### config.mk
export PLATFORM = sky130hd
export DESIGN_NAME = apm_alarm_protection_manager
export DESIGN_NICKNAME = d
export VERILOG_FILES = /design/src/rtl/apm_pkg.sv /design/src/rtl/apm_alarm_protection_manager.sv
export SDC_FILE = /design/constraint.sdc
export NUM_CORES = 1
export LEC_CHECK = 0
export BUFFER_PORTS_ARGS = -buffer_cell sky130_fd_sc_hd__buf_2
export CORE_AREA = 8 8 157 159
export DETAILED_ROUTE_END_ITERATION = 6
export DIE_AREA = 0 0 165 167
export HOLD_SLACK_MARGIN = 0.08
export PLACE_DENSITY_LB_ADDON = 0.08
export SLEW_MARGIN = 20
export SYNTH_ARGS = -nofsm -noshare
export SYNTH_HDL_FRONTEND = slang
export SYNTH_SLANG_ARGS = --single-unit
### constraint.sdc
create_clock -name clk -period 5.5 [get_ports clk]
set_clock_uncertainty 0.2 [all_clocks]
set_input_delay 1.1 -clock clk [delete_from_list [all_inputs] [get_ports clk]]
set_output_delay 1.1 -clock clk [all_outputs]
set_load 0.01 [all_outputs]
### src/rtl/apm_pkg.sv
// Constants, register map and types of the alarm protection manager
package apm_pkg;
	localparam logic [7:0] APM_CODE_NONE = 8'h00;
	localparam logic [7:0] APM_CODE_OVERHEAT = 8'h21;
	localparam logic [7:0] APM_CODE_OVERVOLT = 8'h22;
	localparam logic [7:0] APM_CODE_HW_OT = 8'h66;
	localparam logic [7:0] APM_CODE_SW_OT = 8'h67;
	localparam logic [7:0] APM_CODE_PANIC = 8'h68;
	// Blink counts per cause
	localparam logic [3:0] APM_BLINK_OVERHEAT = 4'h2;
	localparam logic [3:0] APM_BLINK_OVERVOLT = 4'h3;
	localparam logic [3:0] APM_BLINK_OT = 4'h7;
	localparam logic [3:0] APM_BLINK_PANIC = 4'h8;
	// Register byte offsets
	localparam logic [7:0] APM_REG_CTRL = 8'h00;
	localparam logic [7:0] APM_REG_STATUS = 8'h04;
	localparam logic [7:0] APM_REG_IRQ_STAT = 8'h08;
	localparam logic [7:0] APM_REG_IRQ_MASK = 8'h0C;
	localparam logic [7:0] APM_REG_POS = 8'h10;
	localparam logic [7:0] APM_REG_POSITIVE_SOFT_LIMIT = 8'h14;
	localparam logic [7:0] APM_REG_NEGATIVE_SOFT_LIMIT = 8'h18;
	localparam logic [7:0] APM_REG_HIST0 = 8'h20;
	localparam int APM_HIST_DEPTH = 10;
	// Reset values
	localparam logic [1:0] APM_ACT_RST = 2'h2;
	localparam logic [1:0] APM_MSG_RST = 2'h0;
	localparam logic [31:0] APM_POSITIVE_SOFT_LIMIT_RST = 32'h7FFFFFFF;
	localparam logic [31:0] APM_NEGATIVE_SOFT_LIMIT_RST = 32'h80000000;
	// CTRL fields
	localparam int APM_CTRL_ACT_LSB = 0;
	localparam int APM_CTRL_MSG_LSB = 2;
	localparam int APM_CTRL_SWLIM_BIT = 4;
	localparam int APM_CTRL_PANIC_BIT = 8;
	localparam int APM_CTRL_CLR_BIT = 9;
	// Interrupt status bits
	localparam int APM_IRQ_ALARM = 0;
	localparam int APM_IRQ_WARN = 1;
	localparam int APM_IRQ_MSG = 2;
	// Lamp timing at 20 MHz
	localparam int APM_CLK_HZ = 20000000;
	localparam int APM_BLINK_MS = 200;
	localparam int APM_PAUSE_MS = 1200;
	localparam int APM_BLINK_CYC = APM_CLK_HZ / 1000 * APM_BLINK_MS;
	localparam int APM_PAUSE_CYC = APM_CLK_HZ / 1000 * APM_PAUSE_MS;
	typedef enum logic [3:0] {
		APM_LAMP_IDLE = 4'b0001,
		APM_LAMP_ON = 4'b0010,
		APM_LAMP_OFF = 4'b0100,
		APM_LAMP_PAUSE = 4'b1000
	} apm_lamp_t;
endpackage

### src/rtl/apm_alarm_protection_manager.sv
// Alarm detection, response, history, lamp and APB register file
//
// Local design decisions: the APB interface to the registers and the placing of the registers.
`timescale 1ns/1ps
module apm_alarm_protection_manager import apm_pkg::*; #(
	parameter int BLINK_CYC = APM_BLINK_CYC,
	parameter int PAUSE_CYC = APM_PAUSE_CYC
) (
	input wire logic clk, // 20 MHz clock
	input wire logic rst, // Synchronous reset, active high
	input wire logic [7:0] paddr, // APB address
	input wire logic psel, // APB select
	input wire logic penable, // APB enable
	input wire logic pwrite, // APB direction
	input wire logic [31:0] pwdata, // APB write data
	output logic [31:0] prdata, // APB read data
	output logic pready, // APB ready
	output logic pslverr, // APB error
	input wire logic pos_limit_pin, // Positive hardware limit pin
	input wire logic neg_limit_pin, // Negative hardware limit pin
	input wire logic panic_stop_input, // Panic stop pin
	input wire logic overheat_pin, // Overheat sensor pin
	input wire logic overvolt_pin, // Overvoltage sensor pin
	input wire logic warn_pin, // Warning condition pin
	output logic alarm_output, // Alarm output
	output logic alarm_lamp, // Alarm lamp drive
	output logic abort_seq, // Abort running sequences
	output logic stop_motion, // Stop motion
	output logic current_off, // Motor current off
	output logic msg_valid, // Message request pulse
	output logic [7:0] msg_code, // Message code
	output logic msg_is_warn, // Message is a warning
	output logic hist_we, // Non-volatile history write pulse
	output logic [7:0] hist_wdata, // Code written to history
	output logic irq // Level interrupt
);
	// Two-flop synchronisers for pins
	logic [5:0] pin_s1;
	logic [5:0] pin_s2;
	always_ff @(posedge clk) begin
		pin_s1 <= {warn_pin, overvolt_pin, overheat_pin, panic_stop_input,
			neg_limit_pin, pos_limit_pin};
		pin_s2 <= pin_s1;
	end
	wire hw_lim = pin_s2[0] | pin_s2[1];
	wire panic_pin = pin_s2[2];
	wire heat = pin_s2[3];
	wire volt = pin_s2[4];
	wire warn_lvl = pin_s2[5];

	logic [1:0] alarm_action_select;
	logic [1:0] alarm_message_select;
	logic swlim_en;
	logic [31:0] position;
	logic [31:0] positive_soft_limit;
	logic [31:0] negative_soft_limit;
	logic [7:0] cur_code;
	logic [7:0] hist [APM_HIST_DEPTH];
	logic [2:0] irq_stat;
	logic [2:0] irq_mask;
	logic warn_q;

	// Bus decode; slave answers in the access cycle
	wire acc = psel & penable;
	wire wr = acc & pwrite;
	wire wr_ctrl = wr & (paddr == APM_REG_CTRL);
	wire wr_istat = wr & (paddr == APM_REG_IRQ_STAT);
	wire wr_imask = wr & (paddr == APM_REG_IRQ_MASK);
	wire wr_pos = wr & (paddr == APM_REG_POS);
	wire wr_positive_soft_limit = wr & (paddr == APM_REG_POSITIVE_SOFT_LIMIT);
	wire wr_negative_soft_limit = wr & (paddr == APM_REG_NEGATIVE_SOFT_LIMIT);
	wire panic_cmd = wr_ctrl & pwdata[APM_CTRL_PANIC_BIT];
	wire clr_cmd = wr_ctrl & pwdata[APM_CTRL_CLR_BIT];

	// Detection in priority order, first alarm latched
	wire sw_ot = swlim_en & ($signed(position) > $signed(positive_soft_limit)
		| $signed(position) < $signed(negative_soft_limit));
	logic [7:0] det_code;
	always_comb begin
		det_code = APM_CODE_NONE;
		if (volt) begin
			det_code = APM_CODE_OVERVOLT;
		end else if (heat) begin
			det_code = APM_CODE_OVERHEAT;
		end else if (panic_pin | panic_cmd) begin
			det_code = APM_CODE_PANIC;
		end else if (hw_lim) begin
			det_code = APM_CODE_HW_OT;
		end else if (sw_ot) begin
			det_code = APM_CODE_SW_OT;
		end
	end
	wire in_alarm = cur_code != APM_CODE_NONE;
	wire new_alarm = !in_alarm & (det_code != APM_CODE_NONE);
	wire new_warn = warn_lvl & !warn_q;
	wire acted = (cur_code == APM_CODE_HW_OT) | (cur_code == APM_CODE_SW_OT)
		| (cur_code == APM_CODE_PANIC);

	// Alarm state; clear only when the cause is gone
	always_ff @(posedge clk) begin
		if (rst) begin
			cur_code <= APM_CODE_NONE;
			warn_q <= 1'b0;
		end else begin
			warn_q <= warn_lvl;
			if (new_alarm) begin
				cur_code <= det_code;
			end else if (clr_cmd & (det_code == APM_CODE_NONE)) begin
				cur_code <= APM_CODE_NONE;
			end
		end
	end

	// Response outputs; warnings never reach these
	assign alarm_output = in_alarm;
	assign abort_seq = in_alarm;
	assign stop_motion = in_alarm;
	// Other alarms always drop current; selector only for the three
	assign current_off = in_alarm & (!acted | alarm_action_select != 2'h1);

	// History shift record and message requests
	wire send_alarm = new_alarm & (alarm_message_select != 2'h0);
	wire send_warn = new_warn & (alarm_message_select == 2'h2);
	always_ff @(posedge clk) begin
		if (rst) begin
			for (int i = 0; i < APM_HIST_DEPTH; i++) begin
				hist[i] <= APM_CODE_NONE;
			end
			hist_we <= 1'b0;
			hist_wdata <= APM_CODE_NONE;
			msg_valid <= 1'b0;
			msg_code <= APM_CODE_NONE;
			msg_is_warn <= 1'b0;
		end else begin
			hist_we <= new_alarm;
			msg_valid <= send_alarm | send_warn;
			if (new_alarm) begin
				hist[0] <= det_code;
				for (int i = 1; i < APM_HIST_DEPTH; i++) begin
					hist[i] <= hist[i-1];
				end
				hist_wdata <= det_code;
			end
			if (send_alarm) begin
				msg_code <= det_code;
				msg_is_warn <= 1'b0;
			end else if (send_warn) begin
				msg_code <= APM_CODE_NONE;
				msg_is_warn <= 1'b1;
			end
		end
	end

	// Blink count by cause
	logic [3:0] blink_n;
	always_comb begin
		blink_n = APM_BLINK_OT;
		if (cur_code == APM_CODE_OVERVOLT) begin
			blink_n = APM_BLINK_OVERVOLT;
		end else if (cur_code == APM_CODE_OVERHEAT) begin
			blink_n = APM_BLINK_OVERHEAT;
		end else if (cur_code == APM_CODE_PANIC) begin
			blink_n = APM_BLINK_PANIC;
		end
	end

	// Lamp sequencer; long pause makes groups countable
	apm_lamp_t lamp_st;
	logic [31:0] lamp_cnt;
	logic [3:0] blinks_done;
	wire cnt_end_on = lamp_cnt == 32'(BLINK_CYC - 1);
	wire cnt_end_pause = lamp_cnt == 32'(PAUSE_CYC - 1);
	always_ff @(posedge clk) begin
		if (rst | !in_alarm) begin
			lamp_st <= APM_LAMP_IDLE;
			lamp_cnt <= 32'h0;
			blinks_done <= 4'h0;
		end else begin
			lamp_cnt <= lamp_cnt + 32'h1;
			unique case (lamp_st)
				APM_LAMP_IDLE: begin
					lamp_st <= APM_LAMP_ON;
					lamp_cnt <= 32'h0;
					blinks_done <= 4'h0;
				end
				APM_LAMP_ON: if (cnt_end_on) begin
					lamp_st <= APM_LAMP_OFF;
					lamp_cnt <= 32'h0;
					blinks_done <= blinks_done + 4'h1;
				end
				APM_LAMP_OFF: if (cnt_end_on) begin
					lamp_cnt <= 32'h0;
					lamp_st <= (blinks_done == blink_n) ? APM_LAMP_PAUSE
						: APM_LAMP_ON;
				end
				APM_LAMP_PAUSE: if (cnt_end_pause) begin
					lamp_st <= APM_LAMP_ON;
					lamp_cnt <= 32'h0;
					blinks_done <= 4'h0;
				end
			endcase
		end
	end
	assign alarm_lamp = lamp_st == APM_LAMP_ON;

	// Writable configuration
	always_ff @(posedge clk) begin
		if (rst) begin
			alarm_action_select <= APM_ACT_RST;
			alarm_message_select <= APM_MSG_RST;
			swlim_en <= 1'b0;
			position <= 32'h0;
			positive_soft_limit <= APM_POSITIVE_SOFT_LIMIT_RST;
			negative_soft_limit <= APM_NEGATIVE_SOFT_LIMIT_RST;
			irq_mask <= 3'h0;
		end else begin
			if (wr_ctrl) begin
				// Action values other than 1 or 2 fall back to the default; message value 3 becomes 2
				alarm_action_select <= (pwdata[1:0] == 2'h1) ? 2'h1 : 2'h2;
				alarm_message_select <= (pwdata[3:2] == 2'h3) ? 2'h2
					: pwdata[3:2];
				swlim_en <= pwdata[APM_CTRL_SWLIM_BIT];
			end
			if (wr_pos) position <= pwdata;
			if (wr_positive_soft_limit) positive_soft_limit <= pwdata;
			if (wr_negative_soft_limit) negative_soft_limit <= pwdata;
			if (wr_imask) irq_mask <= pwdata[2:0];
		end
	end

	// Sticky events; a set in the clear cycle wins
	wire [2:0] irq_set = {send_alarm | send_warn, new_warn, new_alarm};
	always_ff @(posedge clk) begin
		if (rst) begin
			irq_stat <= 3'h0;
		end else begin
			irq_stat <= (irq_stat & ~(wr_istat ? pwdata[2:0] : 3'h0))
				| irq_set;
		end
	end
	assign irq = |(irq_stat & irq_mask);

	// Read mux; history words hold entries 0..9, newest first
	wire [7:0] hidx = (paddr - APM_REG_HIST0) >> 2;
	wire is_hist = paddr >= APM_REG_HIST0 && hidx < 8'(APM_HIST_DEPTH)
		&& paddr[1:0] == 2'h0;
	logic [31:0] rd;
	logic rd_ok;
	always_comb begin
		rd = 32'h0;
		rd_ok = 1'b1;
		if (is_hist) begin
			rd = {24'h0, hist[hidx[3:0]]};
		end else begin
			unique case (paddr)
				APM_REG_CTRL: rd = {27'h0, swlim_en, alarm_message_select,
					alarm_action_select};
				APM_REG_STATUS: rd = {20'h0, warn_lvl, current_off,
					alarm_output, 1'b0, cur_code};
				APM_REG_IRQ_STAT: rd = {29'h0, irq_stat};
				APM_REG_IRQ_MASK: rd = {29'h0, irq_mask};
				APM_REG_POS: rd = position;
				APM_REG_POSITIVE_SOFT_LIMIT: rd = positive_soft_limit;
				APM_REG_NEGATIVE_SOFT_LIMIT: rd = negative_soft_limit;
				default: rd_ok = 1'b0;
			endcase
		end
	end
	assign pready = 1'b1;
	assign pslverr = acc & !rd_ok;
	always_ff @(posedge clk) begin
		if (rst) begin
			prdata <= 32'h0;
		end else if (psel & !penable & !pwrite) begin
			prdata <= rd;
		end
	end
endmodule

# Word-level counts from Yosys, hierarchy flattened
# Memories as Yosys holds them, arrays and structs flattened.
# Index checks and enable logic that the tools add are counted.
# Widths: inputs -> output; s select.
# word_totals
word_cells,164
latchBits,0
register_bits,219
memories,1
ram_bits,80
inputBits,51
output_inout_bits,59
romBits,0
# mem_list
name,depth,word_bits,rd,rd_clocked_by_memory_dff,write_ports,line,source
hist,10,8,10,0,10,apm_alarm_protection_manager.sv:58,logic [7:0] hist [APM_HIST_DEPTH];
# classes
multipliers,0
eq_ne,25
shift,0
div,0
mux,45
reduce_logical,23
order_cmp,4
bitwise_logic,42
n_addsub,3
# op_table
op,count
$pmux 32 s7,1
$mux 8,14
$mux 32,3
$pmux 32 s3,1
$mux 4,9
$mux 7,5
$add 32x1->32 const B,1
$eq 32x22->1 const B,1
$eq 32x25->1 const B,1
$gt 32x32->1,1
$lt 32x32->1,1
$eq 8x5->1 const B,3
$eq 8x7->1 const B,3
$and 1x1->1,20
$or 1x1->1,18
$eq 8x4->1 const B,2
$eq 8x6->1 const B,2
$logic_not 8->1,2
$pmux 4 s4,1
$reduce_bool 8->1,2
$pmux 4 s3,1
$eq 8x3->1 const B,1
$ge 8x6->1 const B,1
$sub 8x6->8 const B,1
26 further kinds,47

# Logic depth before layout (Yosys ltp)
# logic_depth
ltp_word,14
mapped_depth,12
mapped_depth_nobuf,11

# Worst setup path before layout
# Ideal clock, no wire load.
# synth_path
kind,input-to-reg
start,input paddr[6]
end,"memory hist[0][0], enable pin"
setup_ns,0.414
t_required_ns,4.886
path_slack_ns,1.028
path_stages,10
t_arrival_ns,3.858
n_path_buf,1
cell_sequence,or3_1 -> nand2b_1 -> nor2_1 -> and3_1 -> buf_2 -> a21oi_2 -> nand2_1 -> nand4b_2 -> a21oi_2 -> inv_1
# synth_rtl
element,line,source
from (decl),apm_alarm_protection_manager.sv:11,"input wire logic [7:0] paddr,"
to (decl),apm_alarm_protection_manager.sv:58,

# Final worst setup path
# layout_path
start,input paddr[3]
end,output pslverr
# layout_between
elab_chain_cells,7
word_cells_on_any_way,17
classes_between,1 x add/sub; 2 x order compare; 6 x eq/ne; 2 x mux; 1 x bitwise; 5 x reduce/logical
# layout_rtl
element,line,source
$sub 8x6->8,apm_alarm_protection_manager.sv:244,wire [7:0] hidx = (paddr - APM_REG_HIST0) >> 2;
$lt 6x4->1,apm_alarm_protection_manager.sv:245,wire is_hist = paddr >= APM_REG_HIST0 && hidx < 8'(APM_HIST_DEPTH)
$logic_and 1x1->1,apm_alarm_protection_manager.sv:245,
$logic_and 1x1->1,apm_alarm_protection_manager.sv:246,&& paddr[1:0] == 2'h0;
$mux 1 (*),apm_alarm_protection_manager.sv:252,if (is_hist) begin
$logic_not 1->1 (*),apm_alarm_protection_manager.sv:270,assign pslverr = acc & !rd_ok;
$and 1x1->1 (*),apm_alarm_protection_manager.sv:270,
to (decl),apm_alarm_protection_manager.sv:18,"output logic pslverr,"
# Every way passes the cells marked *; elsewhere a longest branch is shown, timed or not.

==> Implementation_results.wiki <==
{| class="wikitable"
! Metric !! Value
|-
| H-tree depth reported by CTS || 1
|-
| Slew at the pin closest to its max-slew limit || about 1.1 ns
|-
| Total number of placement rows || 55
|-
| Number of input and output port buffers inserted || ~100
|-
| Final net count || 1,654
|-
| First-iteration detailed-routing DRC count || ~830
|-
| Final period demand of the worst path || slightly above 4 ns
|-
| Mapped Avg Cell Area || 8.94 µm²
|-
| Crit-path most repeated cell || buf_2
|-
| Root buf cell || clkbuf_16
|-
| Area growth from synthesis to final layout || 12.5%
|-
| Initial Util || 0.588
|-
| Final weighted congestion in routability-driven placement || between 0.8 and 0.9
|-
| Dominant cell type by area after synthesis || dfxtp_1
|-
| Portion of the clock cycle consumed by the worst path in the final layout || 0.736
|-
| Max incr delay on CP || roughly 0.63 ns
|-
| Count of flip-flops with a built-in enable after synthesis || 60
|-
| Sequence of cells on the critical path || buf_2, buf_4, a31oi_1, nor3_1, buf_2
|-
| Detailed-route via count || 10,752
|-
| Top cells by area in the synthesized netlist || dfxtp_1 33%, edfxtp_1 14%, nand2_1 7.2%
|-
| Flops & latches, synth || about 270
|-
| Share of the core filled with cells || 0.661
|-
| Worst relative slew slack || 0.271
|-
| Fraction of the mapped netlist area in compound gates || 0.145
|-
| Number of DRC violations after detailed routing || 0
|-
| Fillers || between 1,500 and 2,000
|-
| Die Y-Extent || ~170 µm
|-
| Async SR Flop Fraction || 0
|-
| Global route total overflow || 0
|-
| Power spent charging and discharging nets || approximately 1300 µW
|-
| Number of standard cells after synthesis || approximately 1,500
|-
| CTS resizes || 0
|-
| Cell types with the highest counts after synthesis || 250 x nand2_1, 213 x dfxtp_1, 121 x a21oi_1
|-
| Sort of element at the start of the critical path || input pin
|-
| Routed WL per cell || 18.0 µm
|-
| Final Max Tran Viols || 0
|-
| Run status || completed
|-
| First-pass GRT wire length || ~54,000 µm
|-
| Basic-gate share of the synthesized area counting and, or, nand and nor cells || 0.201
|-
| Number of cells on the worst hold path || 0
|-
| Areal power density over the cells || 340 mW/mm²
|-
| Sequential cell fraction of total power || 0.498
|-
| Main combinational cell family by area after synthesis || simple AND/OR/NAND/NOR gates
|-
| Cell count along the critical path || 5
|-
| Main synth FF type || dfxtp_1
|-
| Worst Setup Path Type || input pin to primary output
|-
| Most used standard cell by instance count after synthesis || nand2_1
|-
| Share of post-route cells with drive strength above 1 || 0.129
|-
| CTS tree || yes
|-
| Total Routed Length || 33,200 µm
|-
| Fmax || ~0.25 GHz
|-
| Number of vias per cell after detailed routing || about 6
|-
| Post-synth top area share || 0.326
|-
| Clock network latency to the later pin of the worst-skew pair || 0.54 ns
|-
| Multi-input gate area || 0.00638 mm²
|-
| Setup repair after global routing missed its margin || false
|-
| Maximum fanout encountered on the critical timing path || 35
|-
| Die outline area || about 0.028 mm²
|-
| Number of distinct library cell variants in the gate-level netlist after synthesis || just over 60
|-
| Worst reg2reg path depth || 11
|-
| Cell type group with the largest total delay on the critical path || buffers and inverters
|-
| Design Area, Final || about 0.015 mm²
|-
| Reg area || ~0.006 mm²
|-
| Slowest cell on crit path || buf_4
|-
| Total of endpoints with negative setup slack in the final report || 0
|-
| Cell area after placement || between 0.01 and 0.015 mm²
|-
| CTS max path bufs || 3
|-
| Combinational group share of total power || 0.128
|-
| Total buffers and inverters traversed by the critical path || 3
|-
| Post-CTS setup buffer count || 0
|-
| Worst hold path class || flip-flop to flip-flop
|-
| Sequential fraction of the synthesis area || 0.464
|-
| Detailed-placement wirelength estimate || 22,900 µm
|-
| TritonRoute pass-1 iters || 5
|-
| Antenna violations before repair || 1
|-
| Max-capacitance violation count || 0
|-
| Boundary pin count || 110
|-
| P_int || 3700 µW
|-
| Peak supply drop || 350 µV
|-
| Cell Area, Synth || between 0.01 and 0.015 mm²
|-
| Multiplexer share of the synthesized area || 0.0531
|-
| Warning count from the yosys run || 0
|-
| Number of buffers created by CTS || 29
|-
| Static Leakage || 0.00618 µW
|-
| Worst Setup End Kind || primary output
|-
| WP data arrival || roughly 2.8 ns
|-
| Number of global-route vias before repair || approximately 10,000
|-
| Switching fraction of total power || 0.260
|-
| Hold Violations, Final || 0
|-
| Post-CTS clock slew at the launch and capture registers of the worst setup and hold paths || about 0.06 ns
|-
| Die Span X || 165 µm
|-
| Setup TNS after final layout || 0 ns
|-
| # clock sinks || 273
|-
| Crit path required time || between 4 and 5 ns
|-
| Count of antenna-violating nets left after detailed routing || 0
|-
| Clock power share || 0.373
|-
| Post-synthesis share of cell area spent on xor and xnor gates || 0.0215
|-
| Number of buffers inserted by hold repair at cts || 0
|-
| Largest net degree at the start of global routing || 93
|-
| Area of the core region || between 0.02 and 0.025 mm²
|-
| Aggregate global-route resource usage || 0.239
|-
| Share of synthesized cell area in full adder, half adder and majority cells || 0.0642
|}
-- flip-flops by register name, summed over array words and instances, names as in the netlist, 4 cells and up --
name / count
lamp_st: 4
positive_soft_limit: 32
pin_s1: 6
hist: 60
cur_code: 6
pin_s2: 6
blinks_done: 4
prdata: 32
negative_soft_limit: 32
hist_wdata: 6
position: 32
msg_code: 6
lamp_cnt: 32
-- logic make-up after synthesis --
family,count (synthesis)
xor+xnor,32
buf+inv,164
other cells,2
mux,53
compound gates,305
simple gates,566
flops,273
fa+ha+maj,67
-- routing by layer --
| layer | wire [µm] | track usage | part of all wire | vias to the layer above |
|---|---|---|---|---|
| li1 | - | - | - | 5274 |
| met1 | 15400 | 0.324 | 0.47 | 5106 |
| met2 | 14900 | 0.381 | 0.45 | 311 |
| met3 | 1860 | 0.0404 | 0.056 | 61 |
| met4 | 914 | 0.0772 | 0.028 | 0 |
| met5 | 0 | 0 | 0 | - |
-- power by group through the flow --
stage	clock network [µW]	registers (µW)	logic (µW)
4_1_cts	1890	2490	641
6_report	1860	2490	640
3_5_place_dp	0	2530	639
5_1_grt	1970	2520	704
2_1_floorplan	0	2480	445
3_3_place_gp	0	2520	629
-- layout make-up --
cell class	instances	area share
antenna	1	0.000170
clock buffer	43	0.0571
clock inverter	8	0.00468
inverter	80	0.0204
multi-input combinational	1028	0.434
sequential	273	0.413
tap	285	0.0243
timing repair buffer	124	0.0467
-- placed cells by master, fill, tap and decap left out, types with 31 or more instances in the layout --
cell type and n:
a21oi_1 121, a22oi_1 38, and3_1 63, buf_2 103, dfxtp_1 213, edfxtp_1 60
ha_1 67, inv_1 79, mux2i_1 40, nand2_1 250, nand3_1 32, nor2_1 118
o211ai_1 31, o21ai_0 51
-- per-stage QoR --
step,setup WS (ns),power [µW],hold slack (ns),instances
6_report,1.45,4990,0.126,1842
5_1_grt,1.32,5200,0.130,1842
4_1_cts,1.45,5020,0.126,1841
3_5_place_dp,1.36,3170,0.112,1790
3_3_place_gp,1.41,3150,0.112,1790
2_1_floorplan,1.03,2920,0.110,1465
-- worst paths after layout --
kind	endpoint	slack [ns]	startpoint
worst max-delay path	pslverr	1.45	paddr[3]
worst min register to register	pin_s2[1]	0.13	pin_s1[1]
worst min-delay path	pin_s2[1]	0.13	pin_s1[1]
worst max register to register	hist[0][2]	1.56	positive_soft_limit[14]
Power figures use the tool's default switching activity.
